File: src/include/store_extend_debug_exec_defines.vh
// Purpose: Constants for the store, sign-extend and debug breakpoint execution unit
// Assumes: 32-bit instruction words, 32-bit general registers
// Notes:   Offsets are byte addresses on the register bus
`ifndef STORE_EXTEND_DEBUG_EXEC_DEFINES_VH
`define STORE_EXTEND_DEBUG_EXEC_DEFINES_VH

// ----------------------------------------
// Instruction fields and encodings
// ----------------------------------------
`define OPC_MSB           31
`define OPC_LSB           26
`define RS_MSB            25
`define RS_LSB            21
`define RT_MSB            20
`define RT_LSB            16
`define RD_MSB            15
`define RD_LSB            11
`define SA_MSB            10
`define SA_LSB            6
`define FN_MSB            5
`define FN_LSB            0
`define OPC_SPECIAL       6'h00
`define OPC_MAJOR_GROUP3  6'h1f
`define OPC_COP1X         6'h13
`define OPC_STORE_HALF    6'h29
`define OPC_STORE_DFPR    6'h3d
`define OPC_STORE_DCOP2   6'h3e
`define OPC_SC_USER       6'h1f
`define FN_BIT_SHUFFLE    6'h20
`define FN_SC_USER        6'h1e
`define FN_LL_USER        6'h2e
`define FN_SOFTWARE_DEBUG_BREAKPOINT_OP          6'h3f
`define FN_STORE_DXFPR    6'h09
`define SA_SIGN_BYTE      5'h10
`define SA_SIGN_HALF      5'h18
`define RS_ZERO           5'h00
`define DEBUG_CAUSE_BP    5'h09
`define ARCH_RELEASE_2    3'h2
`define WORD_STEP         32'h00000004
`define ENDIAN_BIT        2

// ----------------------------------------
// Register map
// ----------------------------------------
`define ADDR_CTRL         12'h000
`define ADDR_STATUS       12'h004
`define ADDR_IRQ_STAT     12'h008
`define ADDR_IRQ_MASK     12'h00c
`define CTRL_RESET        4'h0
`define IRQ_W             4
`define IRQ_DEBUG         0
`define IRQ_ADDR_ERR      1
`define IRQ_RESERVED      2
`define IRQ_SC_FAIL       3

`endif

File: src/hw/store_extend_debug_exec.v
// Purpose: Executes the doubleword, halfword and conditional stores, sign extension
//          and the software debug breakpoint; APB control and interrupt registers
// Assumes: Operands arrive from the register files with the instruction strobe;
//          translation answers in the same cycle; one instruction per valid
// Notes:   Store words leave as one-cycle pulses, the second word one cycle later
//
// Function
// - Breakpoint always raises debug exception
// - Breakpoint in debug mode cause 0x9
// - Breakpoint code field ignored by hardware
// - Float double store: base plus offset
// - Double stores misaligned low three bits
// - Cop2 double store uses two registers
// - Flip address bit 2 per word
// - Indexed store: base plus index, low first
// - Indexed store present from release 2
// - Sign extend byte decode and result
// - Sign extend halfword result
// - Sign extends reserved before release 2
// - Halfword store: low sixteen bits
// - Halfword store misaligned on bit 0
// - Float double store exception set
// - Exception between link pair fails store
// - Link pair works noncoherent cached memory
// - Conditional store result one or zero
`timescale 1ns/1ps
`include "store_extend_debug_exec_defines.vh"

module store_extend_debug_exec #(
   parameter ARCH_RELEASE = 3'h2
) (
   input  wire        sys_clk_in,
   input  wire        rst_in,
   input  wire        psel_in,
   input  wire        penable_in,
   input  wire        pwrite_in,
   input  wire [11:0] paddr_in,
   input  wire [31:0] pwdata_in,
   output reg  [31:0] prdata_out,
   output reg         pready_out,
   output reg         pslverr_out,
   input  wire        instr_valid_in,
   input  wire [31:0] instr_in,
   input  wire [31:0] base_val_in,
   input  wire [31:0] index_val_in,
   input  wire [31:0] rt_val_in,
   input  wire [63:0] fpr_val_in,
   input  wire [31:0] cop2_lo_in,
   input  wire [31:0] cop2_hi_in,
   input  wire        fpu_usable_in,
   input  wire        cop2_usable_in,
   input  wire        debug_mode_flag_in,
   input  wire        big_endian_state_in,
   input  wire        reverse_endian_state_in,
   input  wire [31:0] trans_paddr_in,
   input  wire        trans_refill_in,
   input  wire        trans_invalid_in,
   input  wire        trans_modified_in,
   input  wire        watch_hit_in,
   input  wire        other_exc_in,
   output reg  [31:0] mem_vaddr_out,
   output reg  [31:0] trans_vaddr_out,
   output reg         trans_req_out,
   output reg  [31:0] mem_paddr_out,
   output reg  [31:0] mem_wdata_out,
   output reg  [3:0]  mem_be_out,
   output reg         mem_we_out,
   output reg         rd_we_out,
   output reg  [4:0]  rd_addr_out,
   output reg  [31:0] rd_data_out,
   output reg         exc_addr_err_out,
   output reg         exc_reserved_out,
   output reg         exc_cop_unusable_out,
   output reg         exc_trans_out,
   output reg         exc_watch_out,
   output reg         debug_exc_out,
   output reg         debug_mode_exc_out,
   output reg  [4:0]  debug_exception_cause_out,
   output reg         irq_out
);

   // ----------------------------------------
   // Helpers
   // ----------------------------------------
   function [31:0] sext16;
      input [15:0] v;
      begin
         sext16 = {{16{v[15]}}, v};
      end
   endfunction

   function [31:0] sext8;
      input [7:0] v;
      begin
         sext8 = {{24{v[7]}}, v};
      end
   endfunction

   // ----------------------------------------
   // Decode
   // ----------------------------------------
   wire [5:0] opc = instr_in[`OPC_MSB:`OPC_LSB];
   wire [5:0] fn  = instr_in[`FN_MSB:`FN_LSB];
   wire [4:0] sa  = instr_in[`SA_MSB:`SA_LSB];
   wire [4:0] rs  = instr_in[`RS_MSB:`RS_LSB];
   wire [4:0] rt  = instr_in[`RT_MSB:`RT_LSB];
   wire [4:0] rd  = instr_in[`RD_MSB:`RD_LSB];
   wire       rel2 = (ARCH_RELEASE >= `ARCH_RELEASE_2);

   // Code field bits 25..6 take no part in decode
   wire software_debug_breakpoint_op = (opc == `OPC_MAJOR_GROUP3) &&
                                       (fn == `FN_SOFTWARE_DEBUG_BREAKPOINT_OP);
   wire store_double_fpr_op         = (opc == `OPC_STORE_DFPR);
   wire store_double_cop2_op        = (opc == `OPC_STORE_DCOP2);
   wire store_double_indexed_fpr_op = (opc == `OPC_COP1X) && (fn == `FN_STORE_DXFPR);
   wire store_half_op               = (opc == `OPC_STORE_HALF);
   wire bit_shuffle_group = (opc == `OPC_MAJOR_GROUP3) && (fn == `FN_BIT_SHUFFLE) &&
                            (rs == `RS_ZERO);
   wire sign_extend_byte_op = bit_shuffle_group && (sa == `SA_SIGN_BYTE);
   wire sign_extend_half_op = bit_shuffle_group && (sa == `SA_SIGN_HALF);
   wire linked_load_user_op = (opc == `OPC_MAJOR_GROUP3) && (fn == `FN_LL_USER);
   wire conditional_store_user_op = (opc == `OPC_SC_USER) && (fn == `FN_SC_USER);

   // ----------------------------------------
   // Address, alignment and exceptions
   // ----------------------------------------
   wire dbl = store_double_fpr_op | store_double_cop2_op | store_double_indexed_fpr_op;
   // Conditional store carries a 9-bit offset above the function field
   wire [31:0] vaddr = store_double_indexed_fpr_op ?
                       (base_val_in + index_val_in) :
                       conditional_store_user_op ?
                       (base_val_in + {{23{instr_in[15]}}, instr_in[15:7]}) :
                       (base_val_in + sext16(instr_in[15:0]));
   wire misalign = (dbl && (vaddr[2:0] != 3'h0)) ||
                   (store_half_op && vaddr[0]) ||
                   (conditional_store_user_op && (vaddr[1:0] != 2'h0));
   // Indexed form exists only from release 2
   wire reserved = ((sign_extend_byte_op | sign_extend_half_op) && !rel2) ||
                   (store_double_indexed_fpr_op && !rel2);
   wire cop_unusable = ((store_double_fpr_op | store_double_indexed_fpr_op) &&
                        !fpu_usable_in) ||
                       (store_double_cop2_op && !cop2_usable_in);
   wire is_store = dbl | store_half_op | conditional_store_user_op;
   wire trans_fault = trans_refill_in | trans_invalid_in | trans_modified_in;
   wire pre_fault = misalign | reserved | cop_unusable;
   wire fault = pre_fault || (is_store && (trans_fault || watch_hit_in));
   wire go = instr_valid_in && !fault && !other_exc_in;
   // Bit 2 flip for first word
   wire flip = big_endian_state_in ^ reverse_endian_state_in;
   wire [31:0] paddr_w0 = trans_paddr_in ^ {29'h0, flip, 2'h0};

   // ----------------------------------------
   // Link tracking
   // ----------------------------------------
   reg link_reg;
   reg second_pend_reg;
   reg [31:0] second_paddr_reg;
   reg [31:0] second_vaddr_reg;
   reg [31:0] second_data_reg;
   reg [3:0]  ctrl_reg;
   reg [`IRQ_W-1:0] irq_stat_reg;
   reg [`IRQ_W-1:0] irq_mask_reg;

   // Cacheability is not consulted, so noncoherent memory behaves alike
   wire any_exc = instr_valid_in && (fault || software_debug_breakpoint_op || other_exc_in);
   wire sc_ok = link_reg && !any_exc;
   wire [`IRQ_W-1:0] events = {
      instr_valid_in && conditional_store_user_op && !fault && !link_reg,
      instr_valid_in && reserved,
      instr_valid_in && misalign,
      instr_valid_in && software_debug_breakpoint_op};

   // ----------------------------------------
   // Execute
   // ----------------------------------------
   always @(posedge sys_clk_in or posedge rst_in) begin
      if (rst_in) begin
         link_reg <= 1'b0;
         second_pend_reg <= 1'b0;
         second_paddr_reg <= 32'h0;
         second_vaddr_reg <= 32'h0;
         second_data_reg <= 32'h0;
         mem_vaddr_out <= 32'h0;
         trans_vaddr_out <= 32'h0;
         trans_req_out <= 1'b0;
         mem_paddr_out <= 32'h0;
         mem_wdata_out <= 32'h0;
         mem_be_out <= 4'h0;
         mem_we_out <= 1'b0;
         rd_we_out <= 1'b0;
         rd_addr_out <= 5'h0;
         rd_data_out <= 32'h0;
         exc_addr_err_out <= 1'b0;
         exc_reserved_out <= 1'b0;
         exc_cop_unusable_out <= 1'b0;
         exc_trans_out <= 1'b0;
         exc_watch_out <= 1'b0;
         debug_exc_out <= 1'b0;
         debug_mode_exc_out <= 1'b0;
         debug_exception_cause_out <= 5'h0;
      end else begin
         trans_req_out <= instr_valid_in && is_store && !pre_fault;
         trans_vaddr_out <= vaddr;
         mem_we_out <= 1'b0;
         mem_be_out <= 4'h0;
         rd_we_out <= 1'b0;
         exc_addr_err_out <= instr_valid_in && misalign;
         exc_reserved_out <= instr_valid_in && reserved;
         exc_cop_unusable_out <= instr_valid_in && cop_unusable && !reserved;
         exc_trans_out <= instr_valid_in && is_store && !pre_fault && trans_fault;
         exc_watch_out <= instr_valid_in && is_store && !pre_fault && watch_hit_in;
         debug_exc_out <= instr_valid_in && software_debug_breakpoint_op;
         debug_mode_exc_out <= instr_valid_in && software_debug_breakpoint_op &&
                               debug_mode_flag_in;
         if (instr_valid_in && software_debug_breakpoint_op && debug_mode_flag_in)
            debug_exception_cause_out <= `DEBUG_CAUSE_BP;
         if (any_exc)
            link_reg <= 1'b0;
         second_pend_reg <= 1'b0;
         if (second_pend_reg) begin
            // Second word, bit 2 inverted again
            mem_we_out <= 1'b1;
            mem_be_out <= 4'hf;
            mem_paddr_out <= second_paddr_reg;
            mem_vaddr_out <= second_vaddr_reg;
            mem_wdata_out <= second_data_reg;
         end else if (go) begin
            // Faulting instructions never reach here
            if (dbl) begin
               mem_we_out <= 1'b1;
               mem_be_out <= 4'hf;
               mem_paddr_out <= paddr_w0;
               mem_vaddr_out <= vaddr;
               mem_wdata_out <= store_double_cop2_op ? cop2_lo_in : fpr_val_in[31:0];
               second_pend_reg <= 1'b1;
               second_paddr_reg <= paddr_w0 ^ `WORD_STEP;
               second_vaddr_reg <= vaddr + `WORD_STEP;
               second_data_reg <= store_double_cop2_op ? cop2_hi_in : fpr_val_in[63:32];
            end else if (store_half_op) begin
               mem_we_out <= 1'b1;
               mem_be_out <= (vaddr[1] ^ big_endian_state_in) ? 4'hc : 4'h3;
               mem_paddr_out <= trans_paddr_in;
               mem_vaddr_out <= vaddr;
               mem_wdata_out <= {rt_val_in[15:0], rt_val_in[15:0]};
            end else if (conditional_store_user_op) begin
               mem_we_out <= sc_ok;
               mem_be_out <= sc_ok ? 4'hf : 4'h0;
               mem_paddr_out <= trans_paddr_in;
               mem_vaddr_out <= vaddr;
               mem_wdata_out <= rt_val_in;
               rd_we_out <= 1'b1;
               rd_addr_out <= rt;
               rd_data_out <= {31'h0, sc_ok};
               link_reg <= 1'b0;
            end else if (sign_extend_byte_op) begin
               rd_we_out <= 1'b1;
               rd_addr_out <= rd;
               rd_data_out <= sext8(rt_val_in[7:0]);
            end else if (sign_extend_half_op) begin
               rd_we_out <= 1'b1;
               rd_addr_out <= rd;
               rd_data_out <= sext16(rt_val_in[15:0]);
            end else if (linked_load_user_op && !other_exc_in) begin
               link_reg <= 1'b1;
            end
         end
      end
   end

   // ----------------------------------------
   // APB registers and interrupt
   // ----------------------------------------
   wire wr_acc = psel_in && penable_in && pwrite_in;
   wire rd_acc = psel_in && !penable_in && !pwrite_in;

   always @(posedge sys_clk_in or posedge rst_in) begin
      if (rst_in) begin
         ctrl_reg <= `CTRL_RESET;
         irq_stat_reg <= {`IRQ_W{1'b0}};
         irq_mask_reg <= {`IRQ_W{1'b0}};
         prdata_out <= 32'h0;
         pready_out <= 1'b0;
         pslverr_out <= 1'b0;
         irq_out <= 1'b0;
      end else begin
         pready_out <= psel_in && !penable_in;
         pslverr_out <= psel_in && !penable_in &&
                        (paddr_in != `ADDR_CTRL) && (paddr_in != `ADDR_STATUS) &&
                        (paddr_in != `ADDR_IRQ_STAT) && (paddr_in != `ADDR_IRQ_MASK);
         if (wr_acc && pready_out && paddr_in == `ADDR_CTRL)
            ctrl_reg <= pwdata_in[3:0];
         if (wr_acc && pready_out && paddr_in == `ADDR_IRQ_MASK)
            irq_mask_reg <= pwdata_in[`IRQ_W-1:0];
         // Set wins over write-one-to-clear
         if (wr_acc && pready_out && paddr_in == `ADDR_IRQ_STAT)
            irq_stat_reg <= (irq_stat_reg & ~pwdata_in[`IRQ_W-1:0]) | (events & ctrl_reg);
         else
            irq_stat_reg <= irq_stat_reg | (events & ctrl_reg);
         irq_out <= |(irq_stat_reg & ~irq_mask_reg);
         if (rd_acc) begin
            case (paddr_in)
               `ADDR_CTRL:     prdata_out <= {28'h0, ctrl_reg};
               `ADDR_STATUS:   prdata_out <= {29'h0, second_pend_reg, debug_mode_flag_in,
                                              link_reg};
               `ADDR_IRQ_STAT: prdata_out <= {28'h0, irq_stat_reg};
               `ADDR_IRQ_MASK: prdata_out <= {28'h0, irq_mask_reg};
               default:        prdata_out <= 32'h0;
            endcase
         end
      end
   end

endmodule

File: config.mk
export PLATFORM = sky130hd
export DESIGN_NAME = store_extend_debug_exec
export DESIGN_NICKNAME = d
export VERILOG_FILES = /design/src/hw/store_extend_debug_exec.v
export VERILOG_INCLUDE_DIRS = /design/src /design/src/include
export SDC_FILE = /design/constraint.sdc
export NUM_CORES = 1
export LEC_CHECK = 0
export BUFFER_PORTS_ARGS = -buffer_cell sky130_fd_sc_hd__buf_2
export CAP_MARGIN = 0
export CORE_AREA = 2 2 217 219
export DETAILED_ROUTE_END_ITERATION = 10
export DIE_AREA = 0 0 219 221
export MAX_ROUTING_LAYER = met4
export PLACE_DENSITY = 0.63
export SYNTH_ARGS = -nofsm -noshare
export SYNTH_HDL_FRONTEND = slang
export SYNTH_SLANG_ARGS = --single-unit
File: constraint.sdc
create_clock -name sys_clk_in -period 9 [get_ports sys_clk_in]
set_clock_uncertainty 0.15 [all_clocks]
set_input_delay 1.35 -clock sys_clk_in [delete_from_list [all_inputs] [get_ports sys_clk_in]]
set_output_delay 1.35 -clock sys_clk_in [all_outputs]
set_load 0.01 [all_outputs]
# Word level (Yosys, flattened, before mapping)
# Index checks and enable logic that the tools add are counted.
classes:
  addsub: 4
  n_eq_ne: 18
  mux: 58
  bitwise_logic: 22
  n_reduce_logical: 70
ops:
  columns: ["op", "n"]
  rows:
  - ["2-to-1 mux 32 bit", 22]
  - ["adder 32 bit", 3]
  - ["logical AND 1 bit", 42]
  - ["== test 6 bit, second input constant", 6]
  - ["adder 32 x 3 -> 32 bit, second input constant", 1]
  - ["2-to-1 mux 4 bit", 8]
  - ["XOR 32 x 3 -> 32 bit", 1]
  - ["== test 12 x 4 -> 1 bit, second input constant", 2]
  - ["2-to-1 mux 1 bit", 24]
  - ["!= test 12 x 4 -> 1 bit, second input constant", 2]
  - ["== test 6 x 5 -> 1 bit, second input constant", 3]
  - ["one-hot mux 4 bit (4 select lines)", 1]
  - ["2-to-1 mux 5 bit", 3]
  - ["bitwise AND 4 bit", 3]
  - ["== test 12 x 3 -> 1 bit, second input constant", 1]
  - ["zero test 12 bit", 1]
  - ["!= test 12 x 3 -> 1 bit, second input constant", 1]
  - ["nonzero test 12 bit", 1]
  - ["== test 5 bit, second input constant", 2]
  - ["zero test 1 bit", 9]
  - ["NOT 4 bit", 2]
  - ["OR 1 bit", 8]
  - ["OR 4 bit", 2]
  - ["logical OR 1 bit", 7]
  - ["11 further kinds", 17]
totals:
  regBits: 324
  in_bits: 348
  wordCells: 201

# Logic depth before layout (Yosys ltp)
# Gate-level depths: netlist (run 1).
depth:
  depth_word: 22
  mapped_depth: 19
  depth_no_buf: 16

# Least setup slack after synthesis (run 1)
# Ideal clock, no wire load.
synth_timing:
  path_type: "input to register"
  startpoint: "in instr_in[31]"
  endpoint: "reg second_vaddr_reg[28]"
  setup_time_ns: 0.082
  t_arrival_ns: 5.764
  t_required_ns: 8.768
  slack_ns: 3.004
  stages: 18
  n_path_buf: 2
  path_cell_list: "nand4b_1 -> nor4_1 -> and2_1 -> clkbuf_1 -> clkbuf_1 -> a21oi_1 -> a21oi_1 -> ha_1 -> nand3_1 -> and2_1 -> xnor2_1 -> ha_1 -> and3_1 -> nand3_2 -> nor4_2 -> nand4_2 -> or4_1 -> a31oi_1"
synth_rtl:
  columns: ["element", "line", "text"]
  rows:
  - ["start, declared", "store_extend_debug_exec.v:43", "input wire [31:0] instr_in,"]
  - ["== test 6 x 5 -> 1 bit (no source line)", null, null]
  - ["logical AND 1 bit", "store_extend_debug_exec.v:122", "wire conditional_store_user_op = (opc == `OPC_SC_USER) && (fn == `FN_SC_USER);"]
  - ["2-to-1 mux 32 bit", "store_extend_debug_exec.v:131", "conditional_store_user_op ?"]
  - ["2-to-1 mux 32 bit *", "store_extend_debug_exec.v:129", "wire [31:0] vaddr = store_double_indexed_fpr_op ?"]
  - ["via vaddr[3]", "store_extend_debug_exec.v:129", null]
  - ["adder 32 x 3 -> 32 bit (no source line) *", null, null]
  - ["end signal, assigned", "store_extend_debug_exec.v:237", "second_vaddr_reg <= vaddr + `WORD_STEP;"]
  - ["end, declared", "store_extend_debug_exec.v:158", "reg [31:0] second_vaddr_reg;"]
# The timed path passes the listed nets; every way through them passes the cells marked *.
# A chain may end at the register's enable or synchronous reset.

# Worst setup path in the final report (run 1)
layout_timing:
  startpoint: "in instr_in[31]"
  endpoint: "reg mem_wdata_out[31]"
layout_via:
  elab_chain_len: 15
layout_rtl:
  columns: ["element", "line", "text"]
  rows:
  - ["== test 6 x 5 -> 1 bit (no source line)", null, null]
  - ["logical AND 1 bit", "store_extend_debug_exec.v:122", null]
  - ["2-to-1 mux 32 bit", "store_extend_debug_exec.v:131", null]
  - ["2-to-1 mux 32 bit *", "store_extend_debug_exec.v:129", null]
  - ["via vaddr[2]", "store_extend_debug_exec.v:129", null]
  - ["nonzero test 3 bit *", "store_extend_debug_exec.v:134", "wire misalign = (dbl && (vaddr[2:0] != 3'h0)) ||"]
  - ["logical AND 1 bit *", "store_extend_debug_exec.v:134", null]
  - ["logical OR 1 bit *", "store_extend_debug_exec.v:134", null]
  - ["logical OR 1 bit *", "store_extend_debug_exec.v:135", "(store_half_op && vaddr[0]) ||"]
  - ["OR 1 bit *", "store_extend_debug_exec.v:145", "wire pre_fault = misalign | reserved | cop_unusable;"]
  - ["logical OR 1 bit *", "store_extend_debug_exec.v:146", "wire fault = pre_fault || (is_store && (trans_fault || watch_hit_in));"]
  - ["zero test 1 bit *", "store_extend_debug_exec.v:147", "wire go = instr_valid_in && !fault && !other_exc_in;"]
  - ["logical AND 1 bit * (2 in a row)", "store_extend_debug_exec.v:147", null]
  - ["nonzero test 2 bit (no source line) *", null, null]
  - ["AND reduction 2 bit (no source line) *", null, null]
  - ["end signal, assigned", "store_extend_debug_exec.v:226", "mem_wdata_out <= second_data_reg;"]
  - ["end signal, assigned", "store_extend_debug_exec.v:234", "mem_wdata_out <= store_double_cop2_op ? cop2_lo_in : fpr_val_in[31:0];"]
  - ["end signal, assigned", "store_extend_debug_exec.v:244", "mem_wdata_out <= {rt_val_in[15:0], rt_val_in[15:0]};"]
  - ["end, declared", "store_extend_debug_exec.v:65", "output reg [31:0] mem_wdata_out,"]
# The timed path passes the listed nets; every way through them passes the cells marked *. The select of a mux whose other input is x is not followed.

==> results_dict.tcl, run 1 <==
set metrics [dict create \
    avgSynthCellArea_um2 8.60 \
    hpwl_um 42200 \
    avgViaCountPerCell 5.21 \
    ys_ff_latch 278 \
    cts_tree "yes" \
    ios 567 \
    placed_area_mm2 0.0184 \
    synth_area_mm2 0.0157 \
    grt_setup_unrepaired "no" \
    synth_edf_count 0 \
    critPathRequiredTime_ns 9.28 \
    grt_max_degree 147 \
    drt_first_pass_iters 5 \
    ys_types 86 \
    grt_use_total_pct 23.5 \
    outcome "complete, no violations" \
    synth_cells 1820 \
    clk-insertion-delay-late_ns 0.52 \
    final_cell_mix "buf_2, nand2_1, dfrtp_1" \
    report.final.slew_viol_count 0 \
    post_cts_buffers 0 \
    grt_overflow_total 0 \
    wl_per_cell_um 19.6 \
    numCtsBuffers 34 \
    path_class "in2reg" \
    top_layer_used "met4" \
    fin_area_mm2 0.0195 \
    period_share_pct 72.7 \
    antenna_found_initial 11 \
    cts.sinks 278 \
    synth_top_cell_area_share_pct 44.5 \
    startpoint_type "primary input" \
    min_path_type "reg2reg" \
    clockRootBuffer "clkbuf_16" \
    drtAntennaViolNets 0 \
    design.die.area_mm2 0.0484 \
    area_growth_pct 24.9 \
    fill_cells 4688 \
    wl_um 56600 \
    setup_slack_ns 2.46 \
    drt_iter0_drc 1213 \
    port_buffers 506 \
    initial_core_util_pct 34.0 \
    drv_cap 0 \
    synth_seq_area_share_pct 44.5 \
    async_flop_share_pct 100 \
    critPathArrivalTime_ns 6.82 \
    cts_buffer_depth 3 \
    via_count 15100 \
    relSlewSlack_pct 27.3 \
    crit_path_end_kind "register" \
    layout_commonest_cell "buf_2" \
    grt_pass1_wl_um 85200 \
    die_h_um 221 \
    yosys_warnings 0 \
    peakVddDrop_mv 0.156 \
    pre_cts_slack_ns 1.93 \
    num_rows 79 \
    cts_hold_repair.buffers 0 \
    gp_congestion 0.954 \
    min_period_ns 6.54 \
    clk_pin_slew_ns 0.06 \
    drive_gt1_share_pct 28.0 \
    leakage_uw 0.00946 \
    htree_levels 2 \
    yosys_most_used_dff "dfrtp_1" \
    r2r_slack_ns 6.20 \
    synth.largest_area_cell "dfrtp_1" \
    cts-resized-gates 0 \
    max_freq_ghz 0.153 \
    synthTopCellsByArea "dfrtp_1, nand2_1, o21ai_0" \
    cp_max_fo 59 \
    final_util_pct 42.4 \
    setup_viol 0 \
    grt_pass1_vias 14400 \
    dr_wl_met3_um 4440 \
    worst_pin_slew_ns 1.08 \
    core_area_mm2 0.0461 \
    hold_viol_final 0 \
    m1WireLength_um 24000 \
    wl_met2_um 25900 \
    finalSetupTns_ns 0 \
    die_w_um 219 \
    power_density_mw_per_mm2 204 \
    drcViolationCount 0 \
    num-nets-final 2630 \
]
logic make-up (layout without fill, tap and decap cells):
logic type / Yosys count / count (layout) / synth area share [%]
other: 1 / 41 / 0.0240
DFF: 278 / 278 / 44.5
and+or+nand+nor: 748 / 748 / 20.9
AOI/OAI and AO/OA: 443 / 443 / 17.2
adders and majority gates: 33 / 33 / 2.64
buffers and inverters: 184 / 605 / 5.89
muxes: 84 / 84 / 5.68
xor gates and xnor gates: 49 / 49 / 3.27
worst paths after layout:
kind	end	cells after the start	from
max in group asynchronous	second_paddr_reg[18]	4	rst_in
setup / recovery	mem_wdata_out[31]	18	instr_in[31]
hold / removal	second_vaddr_reg[2]	1	second_vaddr_reg[2]
setup reg to reg	second_data_reg[25]	7	second_pend_reg
min in group asynchronous	debug_exc_out	3	rst_in
hold reg to reg	second_vaddr_reg[2]	1	second_vaddr_reg[2]
per-layer routing:
layer / up-vias / GRT usage (%)
met5: - / -
met4: 0 / 10.9
met3: 113 / 5.58
met2: 623 / 35.5
met1: 7239 / 29.7
li1: 7079 / -
cell usage after synthesis, types with 12 or more instances:
cell type and instances:
mux2i_1 72, o21ai_0 150, a31oi_1 40, buf_4 57, dfrtp_1 278, a21o_1 21
nor3_1 13, buf_2 14, inv_1 22, nand4_1 19, nor4_1 12, a211oi_1 14
nand3_1 23, a21oi_1 119, ha_1 33, xor2_1 23, xnor2_1 15, nand2_1 491
a311oi_1 17, nor2_1 97, and3_1 25, o21ai_1 24, clkbuf_1 83
critical path, cell delays in order:
cell	delay (ns)
buf_2	0.11
nand4b_1	0.33
nor4_1	0.35
buf_4	0.20
nand2_1	0.34
o21ai_0	0.28
nand2_1	0.09
ha_1	0.35
a21oi_2	0.31
xnor2_1	0.27
nor2_1	0.17
a31oi_1	0.09
nor4b_2	0.74
o21ai_4	0.45
buf_4	0.46
a311oi_1	0.65
a21oi_1	0.08
o21ai_0	0.16
layout make-up:
type                            instances  area, um^2  share of cell area, %
Antenna cell                            9        22.5                  0.115
Clock inverter                          8        72.6                  0.371
Clock buffer                           51        1010                   5.15
Tap cell                              607         759                   3.89
Timing Repair Buffer                  523        2700                   13.8
Sequential cell                       278        6960                   35.6
Multi-Input combinational cell       1389        7930                   40.6
Inverter                               23        92.6                  0.474
per-stage QoR:
stage,total power (uW),hold slack [ns],cells
4_1_cts,4030,0.318,2879
3_3_place_gp,2640,0.300,2820
3_5_place_dp,2660,0.303,2820
6_report,3980,0.314,2888
2_1_floorplan,2200,0.285,1851
5_1_grt,4200,0.345,2887
where the power goes:
part | internal [uW] | switching [uW] | total [uW] | leakage, uW
Clock | 801 | 537 | 1340 | 0.000535
Combinational | 394 | 583 | 976 | 0.00546
Sequential | 1510 | 153 | 1660 | 0.00346
Total | 2710 | 1270 | 3980 | 0.00946
(Power assumes the default switching activity.)
==> inputs of run 2 (changes only) <==
- CORE_AREA: 2 2 217 219 -> 2 2 219 221
- DIE_AREA: 0 0 219 221 -> 0 0 221 223
- PLACE_DENSITY: 0.63 -> 0.6
- clock period: 9 -> 6.15 ns (I/O delays scaled with it)
==> run 2 against run 1 <==
Against the previous run: total power grew 46%; die area grew 1.8%; worst setup slack lost 1.9 ns; clock power grew 43%; non-clock buffer count grew 28; sequential share of layout area shrank 0.34 points; flip-flop and latch count is the same; sequential power grew 45%; global-route usage shrank 0.18 points; combinational power grew 52%; utilization shrank 0.57 points; largest power group unchanged.
==> results_dict.tcl, run 2 (synthesis gave the netlist of run 1 again) <==
set metrics [dict create \
    setup_slack_ns 0.563 \
    clockRootBuffer "clkbuf_16" \
    via_count 15100 \
    cts_buffer_depth 3 \
    clk_pin_slew_ns 0.06 \
    min_path_type "in2async" \
    antenna_found_initial 4 \
    post_cts_buffers 0 \
    core_area_mm2 0.0471 \
    final_util_pct 41.8 \
    grt_pass1_wl_um 87900 \
    cp.depth 18 \
    endpoint "second_vaddr_reg[30]" \
    power_density_mw_per_mm2 294 \
    design.die.area_mm2 0.0493 \
    initial_core_util_pct 33.2 \
    ff2ff_path_depth 3 \
    hold_viol_final 0 \
    outcome "complete, no violations" \
    num-nets-final 2655 \
    placed_area_mm2 0.0187 \
    path_buf_inv 3 \
    p_total_uw 5800 \
    cts_tree "yes" \
    wl_um 57600 \
    cts_hold_repair.buffers 0 \
    r2r-end "mem_wdata_out[30]" \
    pre_cts_slack_ns 0.0881 \
    drv_cap 0 \
    startpoint_type "primary input" \
    drt_iter0_drc 1083 \
    reg2reg_from "second_pend_reg" \
    wl_per_cell_um 19.8 \
    crit_chain "buf_2 -> nand4b_1 -> nor4_1 -> nand2_1 -> mux2i_1 -> o21ai_0 -> ha_1 -> buf_4 -> a211o_1 -> a21oi_1 -> o21ai_2 -> xor2_2 -> nand2_1 -> nor4_2 -> buf_4 -> nand4_2 -> or4_1 -> a31oi_1" \
    drt_first_pass_iters 7 \
    multiInputGateArea_mm2 0.00794 \
    num_rows 80 \
    finalSetupTns_ns 0 \
    cts-resized-gates 0 \
    ios 567 \
    numCtsBuffers 31 \
    critPathRequiredTime_ns 6.50 \
    grt_max_degree 131 \
    relSlewSlack_pct 24.8 \
    path_class "in2reg" \
    cp_slowest_cell "or4_1" \
    crit_family "simple AND/OR/NAND/NOR gates" \
    report.final.slew_viol_count 0 \
    setup_viol 0 \
    die_w_um 221 \
    drive_gt1_share_pct 29.0 \
    cts.sinks 278 \
    grt_pass1_vias 14800 \
    clk-insertion-delay-late_ns 0.58 \
    port_buffers 506 \
    htree_levels 1 \
    gp_congestion 0.961 \
    avgViaCountPerCell 5.17 \
    drtAntennaViolNets 0 \
    r2r_slack_ns 3.82 \
    worst_pin_slew_ns 1.13 \
    period_share_pct 90.9 \
    drcViolationCount 0 \
    critPathArrivalTime_ns 5.94 \
    hpwl_um 44200 \
    layout_commonest_cell "buf_2" \
    grt_use_total_pct 23.3 \
    final_cell_mix "buf_2, nand2_1, dfrtp_1" \
    fill_cells 4765 \
    grt_overflow_total 0 \
    fin_area_mm2 0.0197 \
    startpoint "instr_in[31]" \
    grt_setup_unrepaired "no" \
    leakage_uw 0.00958 \
    max_freq_ghz 0.179 \
    min_period_ns 5.59 \
    die_h_um 223 \
    cp_max_fo 14 \
    seqCellArea_mm2 0.00696 \
    crit_path_end_kind "register" \
    area_growth_pct 26.1 \
    critical_path.max_stage_delay_ns 0.54 \
    peakVddDrop_mv 0.207 \
]
run 2: changes by cell type in the layout (fill, tap and decap cells not counted):
cell        before  now
diode_2          9    3
clkbuf_16       35   31
bufinv_16        1    3
clkinvlp_4       1    3
inv_6            2    1
clkinv_4         0    3
buf_12           3    4
buf_4           14   41
clkbuf_1         9    2
nand2_4          0    1
nand2_2          1    0
run 2: cell type report:
class	instances	area share, %
repair buffers	551	14.8
clock buffers	40	4.46
diodes	3	0.0380
flip-flops and latches	278	35.3
multi-input cells	1389	40.2
inverters	23	0.469
well taps	615	3.90
clock inverters	14	0.837
run 2: worst min path at each step:
stage | end | start | cells after the start
3_3_place_gp | second_vaddr_reg[2] | second_vaddr_reg[2] | 1
3_5_place_dp | second_vaddr_reg[29] | second_vaddr_reg[29] | 2
2_1_floorplan | second_vaddr_reg[2] | second_vaddr_reg[2] | 1
5_1_grt | exc_watch_out | rst_in | 2
6_report | exc_watch_out | rst_in | 2
4_1_cts | exc_watch_out | rst_in | 2
run 2: stage by stage:
step                      hold WS [ns]  std cells
final                            0.281       2913
after global routing             0.320       2913
after CTS                        0.268       2910
after detailed placement         0.306       2856
after global placement           0.301       2856
after floorplan                  0.285       1851
run 2: layer usage:
metal | up-vias | GRT usage (%) | part of all wire, %
li1 | 7118 | - | -
met1 | 7296 | 29.8 | 43
met2 | 554 | 37.4 | 48
met3 | 92 | 4.46 | 6.7
met4 | 0 | 7.10 | 3.0
met5 | - | - | 0
run 2: worst reg2reg max path, stage by stage (launching register included):
cell and delay [ns]:
dfrtp_4 0.58, buf_4 0.76, nand2_1 0.59, o21ai_0 0.17
run 2: power breakdown:
| part | switching (uW) | internal, uW |
|---|---|---|
| clock network | 778 | 1130 |
| registers | 205 | 2210 |
| logic | 878 | 604 |
| total | 1860 | 3940 |
